--- config.mk ---
export PLATFORM = sky130hd
export DESIGN_NAME = bib_top
export DESIGN_NICKNAME = d
export VERILOG_FILES = /design/src/verilog/bib_top.v /design/src/verilog/bib_serirq.v
export VERILOG_INCLUDE_DIRS = /design/src /design/src/verilog
export SDC_FILE = /design/constraint.sdc
export NUM_CORES = 1
export LEC_CHECK = 0
export BUFFER_PORTS_ARGS = -buffer_cell sky130_fd_sc_hd__clkbuf_2
export CORE_ASPECT_RATIO = 1.5
export CORE_UTILIZATION = 45
export DETAILED_ROUTE_END_ITERATION = 6
export GPL_TIMING_DRIVEN = 0
export HOLD_SLACK_MARGIN = 0.15
export PLACE_DENSITY = 0.78
export SETUP_SLACK_MARGIN = 0.3
export SYNTH_ARGS = -nofsm -noshare
export SYNTH_HDL_FRONTEND = slang
export SYNTH_HIERARCHICAL = 1
export SYNTH_SLANG_ARGS = --single-unit
--- constraint.sdc ---
create_clock -name CLK_IN -period 2.5 [get_ports CLK_IN]
set_input_delay 0 -clock CLK_IN [delete_from_list [all_inputs] [get_ports CLK_IN]]
set_output_delay 0 -clock CLK_IN [all_outputs]
set_load 0.01 [all_outputs]
--- src/verilog/bib_defines.vh ---
// constants for the lpc bridge, window decode and interrupt router
`ifndef BIB_DEFINES_VH
`define BIB_DEFINES_VH

// ------------
// lpc i/o window
// ------------
`define BIB_WIN_BASE      16'h0C80
`define BIB_WIN_LAST      16'h0CBF
`define BIB_TMR_BASE      16'h0CBC
`define BIB_TMR_OFF       6'h3C
`define BIB_OFF_W         6

// ------------
// expansion bus address limits
// ------------
`define BIB_MEM_LIMIT     32'h0100_0000
`define BIB_ISA_MEM_W     24
`define BIB_ISA_IO_W      16

// ------------
// cycle size codes
// ------------
`define BIB_SIZE_BYTE     2'h0

// ------------
// legacy irq select codes, three bits per source
// ------------
`define BIB_SEL_W         3
`define BIB_NUM_LINES     16
`define BIB_NUM_ISA_IRQ   11

// ------------
// serial irq frame timing, in clocks
// ------------
`define BIB_SLOT_CLKS     2'h3
`define BIB_START_MIN     3'h4
`define BIB_NUM_SLOTS     5'h15

`endif

--- src/verilog/bib_top.v ---
// lpc bridge: window decode, isa forwarding and irq routing
//
// Behaviour
// - each source routed to irq 3-11, not 8
// - several sources may share one line
// - non-serial status sticks until write-one
// - serial port irqs pass through, not latched
// - enabled slot driven in every frame
// - slot high when pending, low otherwise
// - eleven isa irq inputs, enables cleared at reset
// - enabled isa irqs pass straight to slot
// - claim io only in 0xc80 to 0xcbf
// - byte cycles only; host splits wider
// - word registers at aligned adjacent bytes
// - timer at 0xcbc to 0xcbf, 4-aligned
// - io outside window goes to isa
// - memory below 16 mbytes goes to isa
// - memory at 0x1000000 and up ignored
// - isa memory 24 bits, isa io 16 bits
`timescale 1ns/1ns
`include "bib_defines.vh"

module bib_top #(
    parameter NSRC = 8                       // latched on-board sources
) (
    input  wire                 CLK_IN,          // system clock
    input  wire                 RST_N_IN,        // async reset, low

    // decoded lpc cycle from the lpc front end
    input  wire                 CYC_VALID_IN,    // one-cycle strobe
    input  wire                 CYC_MEM_IN,      // 1 memory, 0 io
    input  wire                 CYC_WRITE_IN,    // 1 write, 0 read
    input  wire [1:0]           CYC_SIZE_IN,     // 0 byte
    input  wire [31:0]          CYC_ADDR_IN,     // lpc address
    input  wire [7:0]           CYC_WDATA_IN,    // write byte

    // local register port
    output reg                  LOC_REQ_OUT,     // board register cycle
    output reg                  TMR_REQ_OUT,     // timer cycle
    output reg  [5:0]           LOC_OFF_OUT,     // window offset
    output reg                  LOC_WRITE_OUT,   // write flag
    output reg  [7:0]           LOC_WDATA_OUT,   // write byte

    // expansion bus request
    output reg                  ISA_IO_REQ_OUT,  // io cycle strobe
    output reg                  ISA_MEM_REQ_OUT, // memory cycle strobe
    output reg  [23:0]          ISA_ADDR_OUT,    // truncated address
    output reg                  ISA_WRITE_OUT,   // write flag
    output reg  [7:0]           ISA_WDATA_OUT,   // write byte
    output reg                  CYC_DROP_OUT,    // cycle not taken

    // on-board latched sources
    input  wire [NSRC-1:0]      SRC_EVT_IN,      // event pulses
    input  wire [NSRC-1:0]      SRC_CLR_IN,      // write-one clears
    input  wire [NSRC-1:0]      SRC_EN_IN,       // per source enable
    input  wire [3*NSRC-1:0]    SRC_SEL_IN,      // line select codes
    output wire [NSRC-1:0]      SRC_STAT_OUT,    // sticky status

    // serial port sources
    input  wire [1:0]           UART_IRQ_IN,     // controller irq level
    input  wire [1:0]           UART_EN_IN,      // enables
    input  wire [5:0]           UART_SEL_IN,     // line select codes

    // expansion bus irqs
    input  wire [10:0]          ISA_IRQ_IN,      // pin levels
    input  wire                 ISA_EN_WR_IN,    // enable write strobe
    input  wire [10:0]          ISA_EN_WDATA_IN, // new enable bits
    output wire [10:0]          ISA_EN_OUT,      // enables in force

    // serial irq pin
    input  wire                 SERIRQ_IN,       // pin level
    output wire                 SERIRQ_OUT,      // driven level
    output wire                 SERIRQ_OE_OUT    // high while driving
);

    // ------------
    // constants
    // ------------

    localparam NTOT = NSRC + 2;                  // all routable sources
    localparam [15:0] WIN_BASE = `BIB_WIN_BASE;  // window start
    localparam [15:0] WIN_LAST = `BIB_WIN_LAST;  // window end
    localparam [31:0] MEM_LIM  = `BIB_MEM_LIMIT; // isa memory top
    localparam [5:0]  TMR_OFF  = `BIB_TMR_OFF;   // timer block offset

    // ------------
    // line select helpers
    // ------------

    // irq 8 is never offered to a source
    // code 0..7 picks irq 3,4,5,6,7,9,10,11
    function [3:0] sel_line;
        input [2:0] code;
        begin
            case (code)
                3'h0:    sel_line = 4'h3;
                3'h1:    sel_line = 4'h4;
                3'h2:    sel_line = 4'h5;
                3'h3:    sel_line = 4'h6;
                3'h4:    sel_line = 4'h7;
                3'h5:    sel_line = 4'h9;
                3'h6:    sel_line = 4'hA;
                default: sel_line = 4'hB;
            endcase
        end
    endfunction

    // isa input index 0..10 to its irq number
    // irq 13 has no expansion bus input
    function [3:0] isa_line;
        input integer idx;
        begin
            case (idx)
                0:       isa_line = 4'h3;
                1:       isa_line = 4'h4;
                2:       isa_line = 4'h5;
                3:       isa_line = 4'h6;
                4:       isa_line = 4'h7;
                5:       isa_line = 4'h9;
                6:       isa_line = 4'hA;
                7:       isa_line = 4'hB;
                8:       isa_line = 4'hC;
                9:       isa_line = 4'hE;
                default: isa_line = 4'hF;
            endcase
        end
    endfunction

    // ------------
    // cycle decode
    // ------------

    wire        in_win;    // io address inside own window
    wire        is_tmr;    // io address in timer block
    wire        is_byte;   // byte sized cycle
    wire        mem_low;   // memory address below limit
    wire [15:0] io_addr;   // io address bits

    assign io_addr = CYC_ADDR_IN[15:0];

    // 64-byte window, upper bits must match
    // a nonzero upper half is forwarded, never claimed
    assign in_win  = (CYC_ADDR_IN[31:16] == 16'h0000) &&
                     (io_addr >= WIN_BASE) && (io_addr <= WIN_LAST);

    // last four bytes, base on a 4-byte boundary
    assign is_tmr  = in_win && (io_addr[5:2] == TMR_OFF[5:2]);

    assign is_byte = (CYC_SIZE_IN == `BIB_SIZE_BYTE);

    // below 16 mbytes only
    assign mem_low = (CYC_ADDR_IN < MEM_LIM);

    // ------------
    // cycle steering, registered one-cycle strobes
    // ------------

    always @(posedge CLK_IN or negedge RST_N_IN) begin
        if (!RST_N_IN) begin
            LOC_REQ_OUT     <= 1'b0;
            TMR_REQ_OUT     <= 1'b0;
            LOC_OFF_OUT     <= 6'h00;
            LOC_WRITE_OUT   <= 1'b0;
            LOC_WDATA_OUT   <= 8'h00;
            ISA_IO_REQ_OUT  <= 1'b0;
            ISA_MEM_REQ_OUT <= 1'b0;
            ISA_ADDR_OUT    <= 24'h00_0000;
            ISA_WRITE_OUT   <= 1'b0;
            ISA_WDATA_OUT   <= 8'h00;
            CYC_DROP_OUT    <= 1'b0;
        end else begin
            // strobes fall back after one cycle
            LOC_REQ_OUT     <= 1'b0;
            TMR_REQ_OUT     <= 1'b0;
            ISA_IO_REQ_OUT  <= 1'b0;
            ISA_MEM_REQ_OUT <= 1'b0;
            CYC_DROP_OUT    <= 1'b0;
            // address and data hold until the next cycle
            // of their kind, so slow far ends may read late
            // exactly one strobe answers each cycle
            if (CYC_VALID_IN) begin
                if (!CYC_MEM_IN && in_win) begin
                    // own window; byte cycles only
                    if (is_byte) begin
                        // byte offset kept whole, so word
                        // halves land in adjacent bytes
                        LOC_OFF_OUT   <= io_addr[5:0];
                        LOC_WRITE_OUT <= CYC_WRITE_IN;
                        LOC_WDATA_OUT <= CYC_WDATA_IN;
                        LOC_REQ_OUT   <= !is_tmr;
                        TMR_REQ_OUT   <= is_tmr;
                    end else begin
                        CYC_DROP_OUT  <= 1'b1;
                    end
                end else if (!CYC_MEM_IN) begin
                    // unclaimed io to isa, 16 bits
                    ISA_IO_REQ_OUT <= 1'b1;
                    ISA_ADDR_OUT   <= {8'h00, io_addr};
                    ISA_WRITE_OUT  <= CYC_WRITE_IN;
                    ISA_WDATA_OUT  <= CYC_WDATA_IN;
                end else if (mem_low) begin
                    // low memory to isa, 24 bits
                    ISA_MEM_REQ_OUT <= 1'b1;
                    ISA_ADDR_OUT    <= CYC_ADDR_IN[23:0];
                    ISA_WRITE_OUT   <= CYC_WRITE_IN;
                    ISA_WDATA_OUT   <= CYC_WDATA_IN;
                end else begin
                    // high memory left alone
                    CYC_DROP_OUT    <= 1'b1;
                end
            end
        end
    end

    // ------------
    // sticky status for latched sources
    // ------------

    reg  [NSRC-1:0] stat_q;  // sticky status bits
    wire [NSRC-1:0] stat_d;  // next status

    // status ignores the enable, which only gates routing
    // event wins over a clear in the same cycle
    assign stat_d       = (stat_q & ~SRC_CLR_IN) | SRC_EVT_IN;

    assign SRC_STAT_OUT = stat_q;

    // status register
    always @(posedge CLK_IN or negedge RST_N_IN) begin
        if (!RST_N_IN) begin
            stat_q <= {NSRC{1'b0}};
        end else begin
            stat_q <= stat_d;
        end
    end

    // ------------
    // isa irq enables and input synchroniser
    // ------------

    reg  [10:0] isa_en_q;    // enable bits
    reg  [10:0] isa_s1_q;    // first sync stage
    reg  [10:0] isa_s2_q;    // second sync stage

    assign ISA_EN_OUT = isa_en_q;
    // pins are asynchronous: only stage two is read

    // enables cleared after reset
    always @(posedge CLK_IN or negedge RST_N_IN) begin
        if (!RST_N_IN) begin
            isa_en_q <= 11'h000;
            isa_s1_q <= 11'h000;
            isa_s2_q <= 11'h000;
        end else begin
            if (ISA_EN_WR_IN) begin
                isa_en_q <= ISA_EN_WDATA_IN;
            end
            isa_s1_q <= ISA_IRQ_IN;
            isa_s2_q <= isa_s1_q;
        end
    end

    // ------------
    // on-board routing, one stage per source
    // ------------

    wire [15:0] src_act [0:NTOT];  // running or of enabled lines
    wire [15:0] src_pnd [0:NTOT];  // running or of pending lines
    wire [NTOT-1:0] all_en;        // enables, uarts on top
    wire [NTOT-1:0] all_lvl;       // levels, uarts on top
    wire [3*NTOT-1:0] all_sel;     // select codes, uarts on top

    assign all_en  = {UART_EN_IN, SRC_EN_IN};
    // uarts feed their own level, not latched
    assign all_lvl = {UART_IRQ_IN, stat_q};
    assign all_sel = {UART_SEL_IN, SRC_SEL_IN};

    assign src_act[0] = 16'h0000;
    assign src_pnd[0] = 16'h0000;

    genvar gi;
    generate
        for (gi = 0; gi < NTOT; gi = gi + 1) begin : g_src
            wire [3:0]  line;   // chosen irq number
            wire [15:0] mask;   // one-hot line mask

            // select from irq 3..11 without 8
            assign line = sel_line(all_sel[3*gi +: 3]);
            // a disabled source leaves its line alone
            assign mask = all_en[gi] ? (16'h0001 << line) : 16'h0000;
            // shared lines merge by or
            assign src_act[gi+1] = src_act[gi] | mask;
            assign src_pnd[gi+1] = src_pnd[gi] |
                                   (all_lvl[gi] ? mask : 16'h0000);
        end
    endgenerate

    // ------------
    // isa routing, one stage per input
    // ------------

    wire [15:0] isa_act [0:11];  // running or of enabled lines
    wire [15:0] isa_pnd [0:11];  // running or of pending lines

    assign isa_act[0] = 16'h0000;
    assign isa_pnd[0] = 16'h0000;

    generate
        for (gi = 0; gi < 11; gi = gi + 1) begin : g_isa
            wire [15:0] mask;   // one-hot line mask

            // a disabled input leaves its line alone
            assign mask = isa_en_q[gi] ?
                          (16'h0001 << isa_line(gi)) : 16'h0000;
            // straight through, no capture
            assign isa_act[gi+1] = isa_act[gi] | mask;
            assign isa_pnd[gi+1] = isa_pnd[gi] |
                                   (isa_s2_q[gi] ? mask : 16'h0000);
        end
    endgenerate

    // ------------
    // slot vectors and serial irq engine
    // ------------

    wire [15:0] slot_act;  // slots to drive
    wire [15:0] slot_pnd;  // slots to drive high

    // slots 0-2, 8 and 13 have no source, never driven
    // any enabled source on a line marks it
    assign slot_act = src_act[NTOT] | isa_act[11];
    assign slot_pnd = src_pnd[NTOT] | isa_pnd[11];

    // the pin is released outside the driven phase
    // frame tracking and slot drive
    bib_serirq u_serirq (
        .clk_in        (CLK_IN),
        .rst_n_in      (RST_N_IN),
        .serirq_in     (SERIRQ_IN),
        .active_in     (slot_act),
        .pending_in    (slot_pnd),
        .serirq_out    (SERIRQ_OUT),
        .serirq_oe_out (SERIRQ_OE_OUT)
    );

endmodule

--- src/verilog/bib_serirq.v ---
// serial irq slot engine: frame tracking and slot driving
`timescale 1ns/1ns
`include "bib_defines.vh"

module bib_serirq (
    input  wire        clk_in,       // system clock
    input  wire        rst_n_in,     // async reset, active low
    input  wire        serirq_in,    // serial irq pin level
    input  wire [15:0] active_in,    // slots with an enabled source
    input  wire [15:0] pending_in,   // slots with a pending irq
    output wire        serirq_out,   // driven level
    output wire        serirq_oe_out // high while driving
);

    // ------------
    // states
    // ------------
    localparam [1:0] ST_IDLE  = 2'b01; // waiting for start frame
    localparam [1:0] ST_SLOTS = 2'b10; // walking the slots

    reg  [1:0] state_q;   // frame state
    reg  [1:0] state_d;
    reg        sync1_q;   // first synchroniser stage
    reg        sync2_q;   // second synchroniser stage
    reg  [2:0] low_q;     // low clocks seen, saturating
    reg  [2:0] low_d;
    reg  [1:0] ph_q;      // phase inside a slot
    reg  [1:0] ph_d;
    reg  [4:0] slot_q;    // current slot number
    reg  [4:0] slot_d;
    reg        drv_q;     // registered output enable
    reg        lvl_q;     // registered output level
    wire       in_slot;   // slot maps to an irq line

    assign in_slot       = (slot_q < 5'h10);
    assign serirq_out    = lvl_q;
    assign serirq_oe_out = drv_q;

    // ------------
    // next state
    // ------------
    always @* begin
        state_d = state_q;
        low_d   = low_q;
        ph_d    = ph_q;
        slot_d  = slot_q;
        case (state_q)
            ST_IDLE: begin
                // start frame is a long low then high
                if (!sync2_q) begin
                    if (low_q != 3'h7) begin
                        low_d = low_q + 3'h1;
                    end
                end else begin
                    if (low_q >= `BIB_START_MIN) begin
                        state_d = ST_SLOTS;
                        ph_d    = 2'h0;
                        slot_d  = 5'h00;
                    end
                    low_d = 3'h0;
                end
            end
            ST_SLOTS: begin
                // sample, drive, turnaround in each slot
                if (ph_q == `BIB_SLOT_CLKS - 2'h1) begin
                    ph_d = 2'h0;
                    if (slot_q == `BIB_NUM_SLOTS - 5'h01) begin
                        state_d = ST_IDLE;
                    end else begin
                        slot_d = slot_q + 5'h01;
                    end
                end else begin
                    ph_d = ph_q + 2'h1;
                end
            end
            default: begin
                state_d = ST_IDLE;
            end
        endcase
    end

    // ------------
    // registers; drive falls in phase one of the slot
    // ------------
    always @(posedge clk_in or negedge rst_n_in) begin
        if (!rst_n_in) begin
            state_q <= ST_IDLE;
            sync1_q <= 1'b1;
            sync2_q <= 1'b1;
            low_q   <= 3'h0;
            ph_q    <= 2'h0;
            slot_q  <= 5'h00;
            drv_q   <= 1'b0;
            lvl_q   <= 1'b0;
        end else begin
            state_q <= state_d;
            sync1_q <= serirq_in;
            sync2_q <= sync1_q;
            low_q   <= low_d;
            ph_q    <= ph_d;
            slot_q  <= slot_d;
            // every frame, every enabled slot
            drv_q   <= (state_q == ST_SLOTS) && (ph_q == 2'h0) &&
                       in_slot && active_in[slot_q[3:0]];
            // high when pending, low when idle
            lvl_q   <= in_slot && pending_in[slot_q[3:0]];
        end
    end

endmodule

==> run summary <==
Final nets: 995
Die Y: 143 microns
CTS HTree Levels: 3
Inst Count DP: 921
Most common cell after layout, fill and taps aside: clkbuf_2
# port buffers: 197
Post-synthesis mux area share: 13.7%
Cell Pwr Density: 545 nW/um^2
Most frequent cells in the layout: 196 x clkbuf_2, 105 x dfrtp_1, 78 x dlygate4sd3_1, 37 x nand2_1, 31 x mux2_2
Synth Area per Inst: 10.8 sq um
Synth area leaders: dfrtp_1 45%, mux2_2 6.0%, mux2_4 5.0%
Final Max Tran Viols: 0
Critical path, cell by cell: nand3b_1, buf_4, nor3_1, a2111oi_2, nand3_1, mux4_2, o2111ai_2, a21oi_2
Clk_lat worst skew: 350 ps
Worst rel slew slack: 28.5%
Post-synthesis cell count: 556
Leading area contributor after synthesis: dfrtp_1
WL per Instance: 24.9 microns
Bufs on Longest Clock Path: 2
Final Hold Fails: 0
Skew final: 16.0 ps
Initial Util: 46.2%
DRC violations left: 2
CP Max Fanout: 2
Total core area: 13000 sq um
CP bufs+invs: 1
Post-Synth XOR/XNOR Area: 0.146%
Layout cell share with drive strength beyond 1: 37.4%
VDD IR max: 0.540 mV
Setup CP Type: flip-flop to flip-flop
Critical R2R Capture: u_serirq/serirq_out
Worst-Margin Slew: 1070 ps
FF-to-FF path depth: 8
Worst path required time: 2730 ps
Worst hold path endpoint: CYC_DROP_OUT
Largest net degree at the start of global routing: 111
Mapped Area: 5990 sq um
CTS tree: yes
First-pass GRT wire length: 36600 microns
Compound-Gate Fraction of Synth Area: 15.8%
Hold wc startpoint: CYC_SIZE_IN[0]
Antenna Nets Post-Route: 0
Main combinational cell family by area after synthesis: simple AND/OR/NAND/NOR gates
Minimum clock period: 2240 ps
Arrival time at the worst endpoint: 2470 ps
Gr ovfl total: 0
Post-synth top area share: 44.7%
Seq/Total Area, Yosys: 46.0%
Hpwl dp: 18000 microns
Min-delay worst type: input pin to flip-flop
Initial antenna violation count: 1
Reg2Reg Setup Slack: 260 ps
MaxCap Viol Count: 0
WL final: 25600 microns
CP max stage delay: 490 ps
WHS Path Cells: 4
Num CTS Buffers: 9
Vias in the first global route: 6462
Clk pin slew, worst setup/hold paths: 90 ps
Iter 0 DRT Violations: 531
Simple-Gate Fraction of Synth Area: 19.8%
Leak: 3.96 nW
Adder-Cell Fraction of Synth Area: 0.836%
DR vias: 6295
CP Capture Type: flip-flop
Synthesized flop and latch total: 110
Clk sink count: 110
Gr usage total: 36.8%
Via density: 6.14
Die ar.: 13800 sq um
Crit start category: flip-flop
DR pass1 iterations: 7
Yosys cell types: 67
Synth Flop Type: dfrtp_1
Clock root buffer master: clkbuf_16
Die X: 96.2 microns
Crit share post-route: 89.5%
FF-to-FF Start: SRC_STAT_OUT[7]
Ys async rst share: 100%
Post-synth EDFFs: 0
YS warnings: 6
IO Count: 203
RD Place Congestion: 0.979
RSZ-0062 raised after global routing: true
Final setup vio count: 0
FMAX: 0.447 GHz
Crit path max-delay family: compound AO/OA/AOI/OAI gates
ANT cells: 0
Outcome: finished with violations
FP Rows: 51
Final Instance Count excl. Fillers: 1026
Pwr Total: 0.00466 W
Area Growth Syn to Fin: 43.0%
Crit-path slowest cell: mux4_2
Failing checks: DRC
==> worst max-delay path by stage <==
stage | cells past startpoint | from | slack (ps) | endpoint
2_1_floorplan | 8 | u_serirq/slot_q[0] | 510 | u_serirq/slot_q[3]
3_3_place_gp | 7 | SRC_STAT_OUT[7] | -170 | u_serirq/serirq_out
3_5_place_dp | 7 | SRC_STAT_OUT[7] | -130 | u_serirq/serirq_out
4_1_cts | 8 | SRC_STAT_OUT[2] | 280 | u_serirq/serirq_out
5_1_grt | 10 | SRC_STAT_OUT[7] | 230 | u_serirq/serirq_out
6_report | 8 | SRC_STAT_OUT[7] | 260 | u_serirq/serirq_out
==> where the power goes <==
part / total [W] / internal [W] / switching, W / leakage, nW
Sequential: 0.00207 / 0.00193 / 0.000137 / 1.36
Clock: 0.00149 / 0.000721 / 0.000764 / 0.151
Combinational: 0.00111 / 0.000519 / 0.000594 / 2.45
Total: 0.00466 / 0.00317 / 0.00150 / 3.96
==> worst reg2reg max path: stages (launching register included) <==
cell and delay (ps):
dfrtp_1 430, nand3b_1 170, buf_4 140, nor3_1 50
a2111oi_2 330, nand3_1 200, mux4_2 490, o2111ai_2 200
a21oi_2 100
==> cells in the mapped netlist (14+ instances only) <==
master and count:
a22o_1 16, dfrtp_1 107, inv_1 19, mux2_2 32, mux2_4 20, nand2_1 37, nand2b_1 24, nand3_1 27
nor2_1 23, nor3_1 27, o21ai_0 14, o22ai_1 26
==> logic make-up after synthesis <==
kind of cell,after synthesis
and+or+nand+nor,208
AOI/OAI and AO/OA,126
DFF,110
muxes,63
buffers and inverters,43
adders and majority gates,4
other,1
xor gates and xnor gates,1
==> sequential cells by signal (all words and copies together), names as in the netlist, 5 cells and up <==
signal and cells:
ISA_ADDR_OUT 24, ISA_EN_OUT 11, ISA_WDATA_OUT 8, LOC_OFF_OUT 6
LOC_WDATA_OUT 8, SRC_STAT_OUT 8, isa_s1_q 11, isa_s2_q 11
u_serirq/slot_q 5
==> per-stage QoR <==
step / area, sq um / utilization [%] / setup TNS, ps / hold slack [ps] / worst slack (ps)
6_report: 8560 / 66.1 / 0 / 182 / 263
5_1_grt: 8560 / 66.1 / 0 / 189 / 230
4_1_cts: 8420 / 65.0 / 0 / 164 / 279
3_5_place_dp: 7210 / 55.7 / -233 / 96.8 / -132
3_3_place_gp: 7200 / 55.6 / -290 / 96.0 / -173
2_1_floorplan: 6020 / - / 0 / -296 / 511
==> final cells by class <==
cell class,instances,area [sq um]
Clock inverter,7,86.3
Tap cell,159,199
Timing Repair Buffer,286,1870
Clock buffer,9,225
Sequential cell,110,2760
Fill cell,984,4400
Inverter,19,71.3
Multi-Input combinational cell,412,3200
Buffer,24,148
==> timing repair <==
item	CTS	global route
buffers inserted	7	4
hold endpoints to repair	191	0
endpoints found under the setup margin	2	15
pin swaps	9	12
hold buffers	78	0
gates resized for setup	14	23
==> per-layer routing <==
metal | global-route usage, % | up-vias | wire [microns]
li1 | - | 2747 | -
met1 | 40.3 | 3038 | 8840
met2 | 64.6 | 399 | 13000
met3 | 5.91 | 109 | 1770
met4 | 23.4 | 2 | 1930
met5 | 0 | - | 32
(Power assumes the default switching activity.)
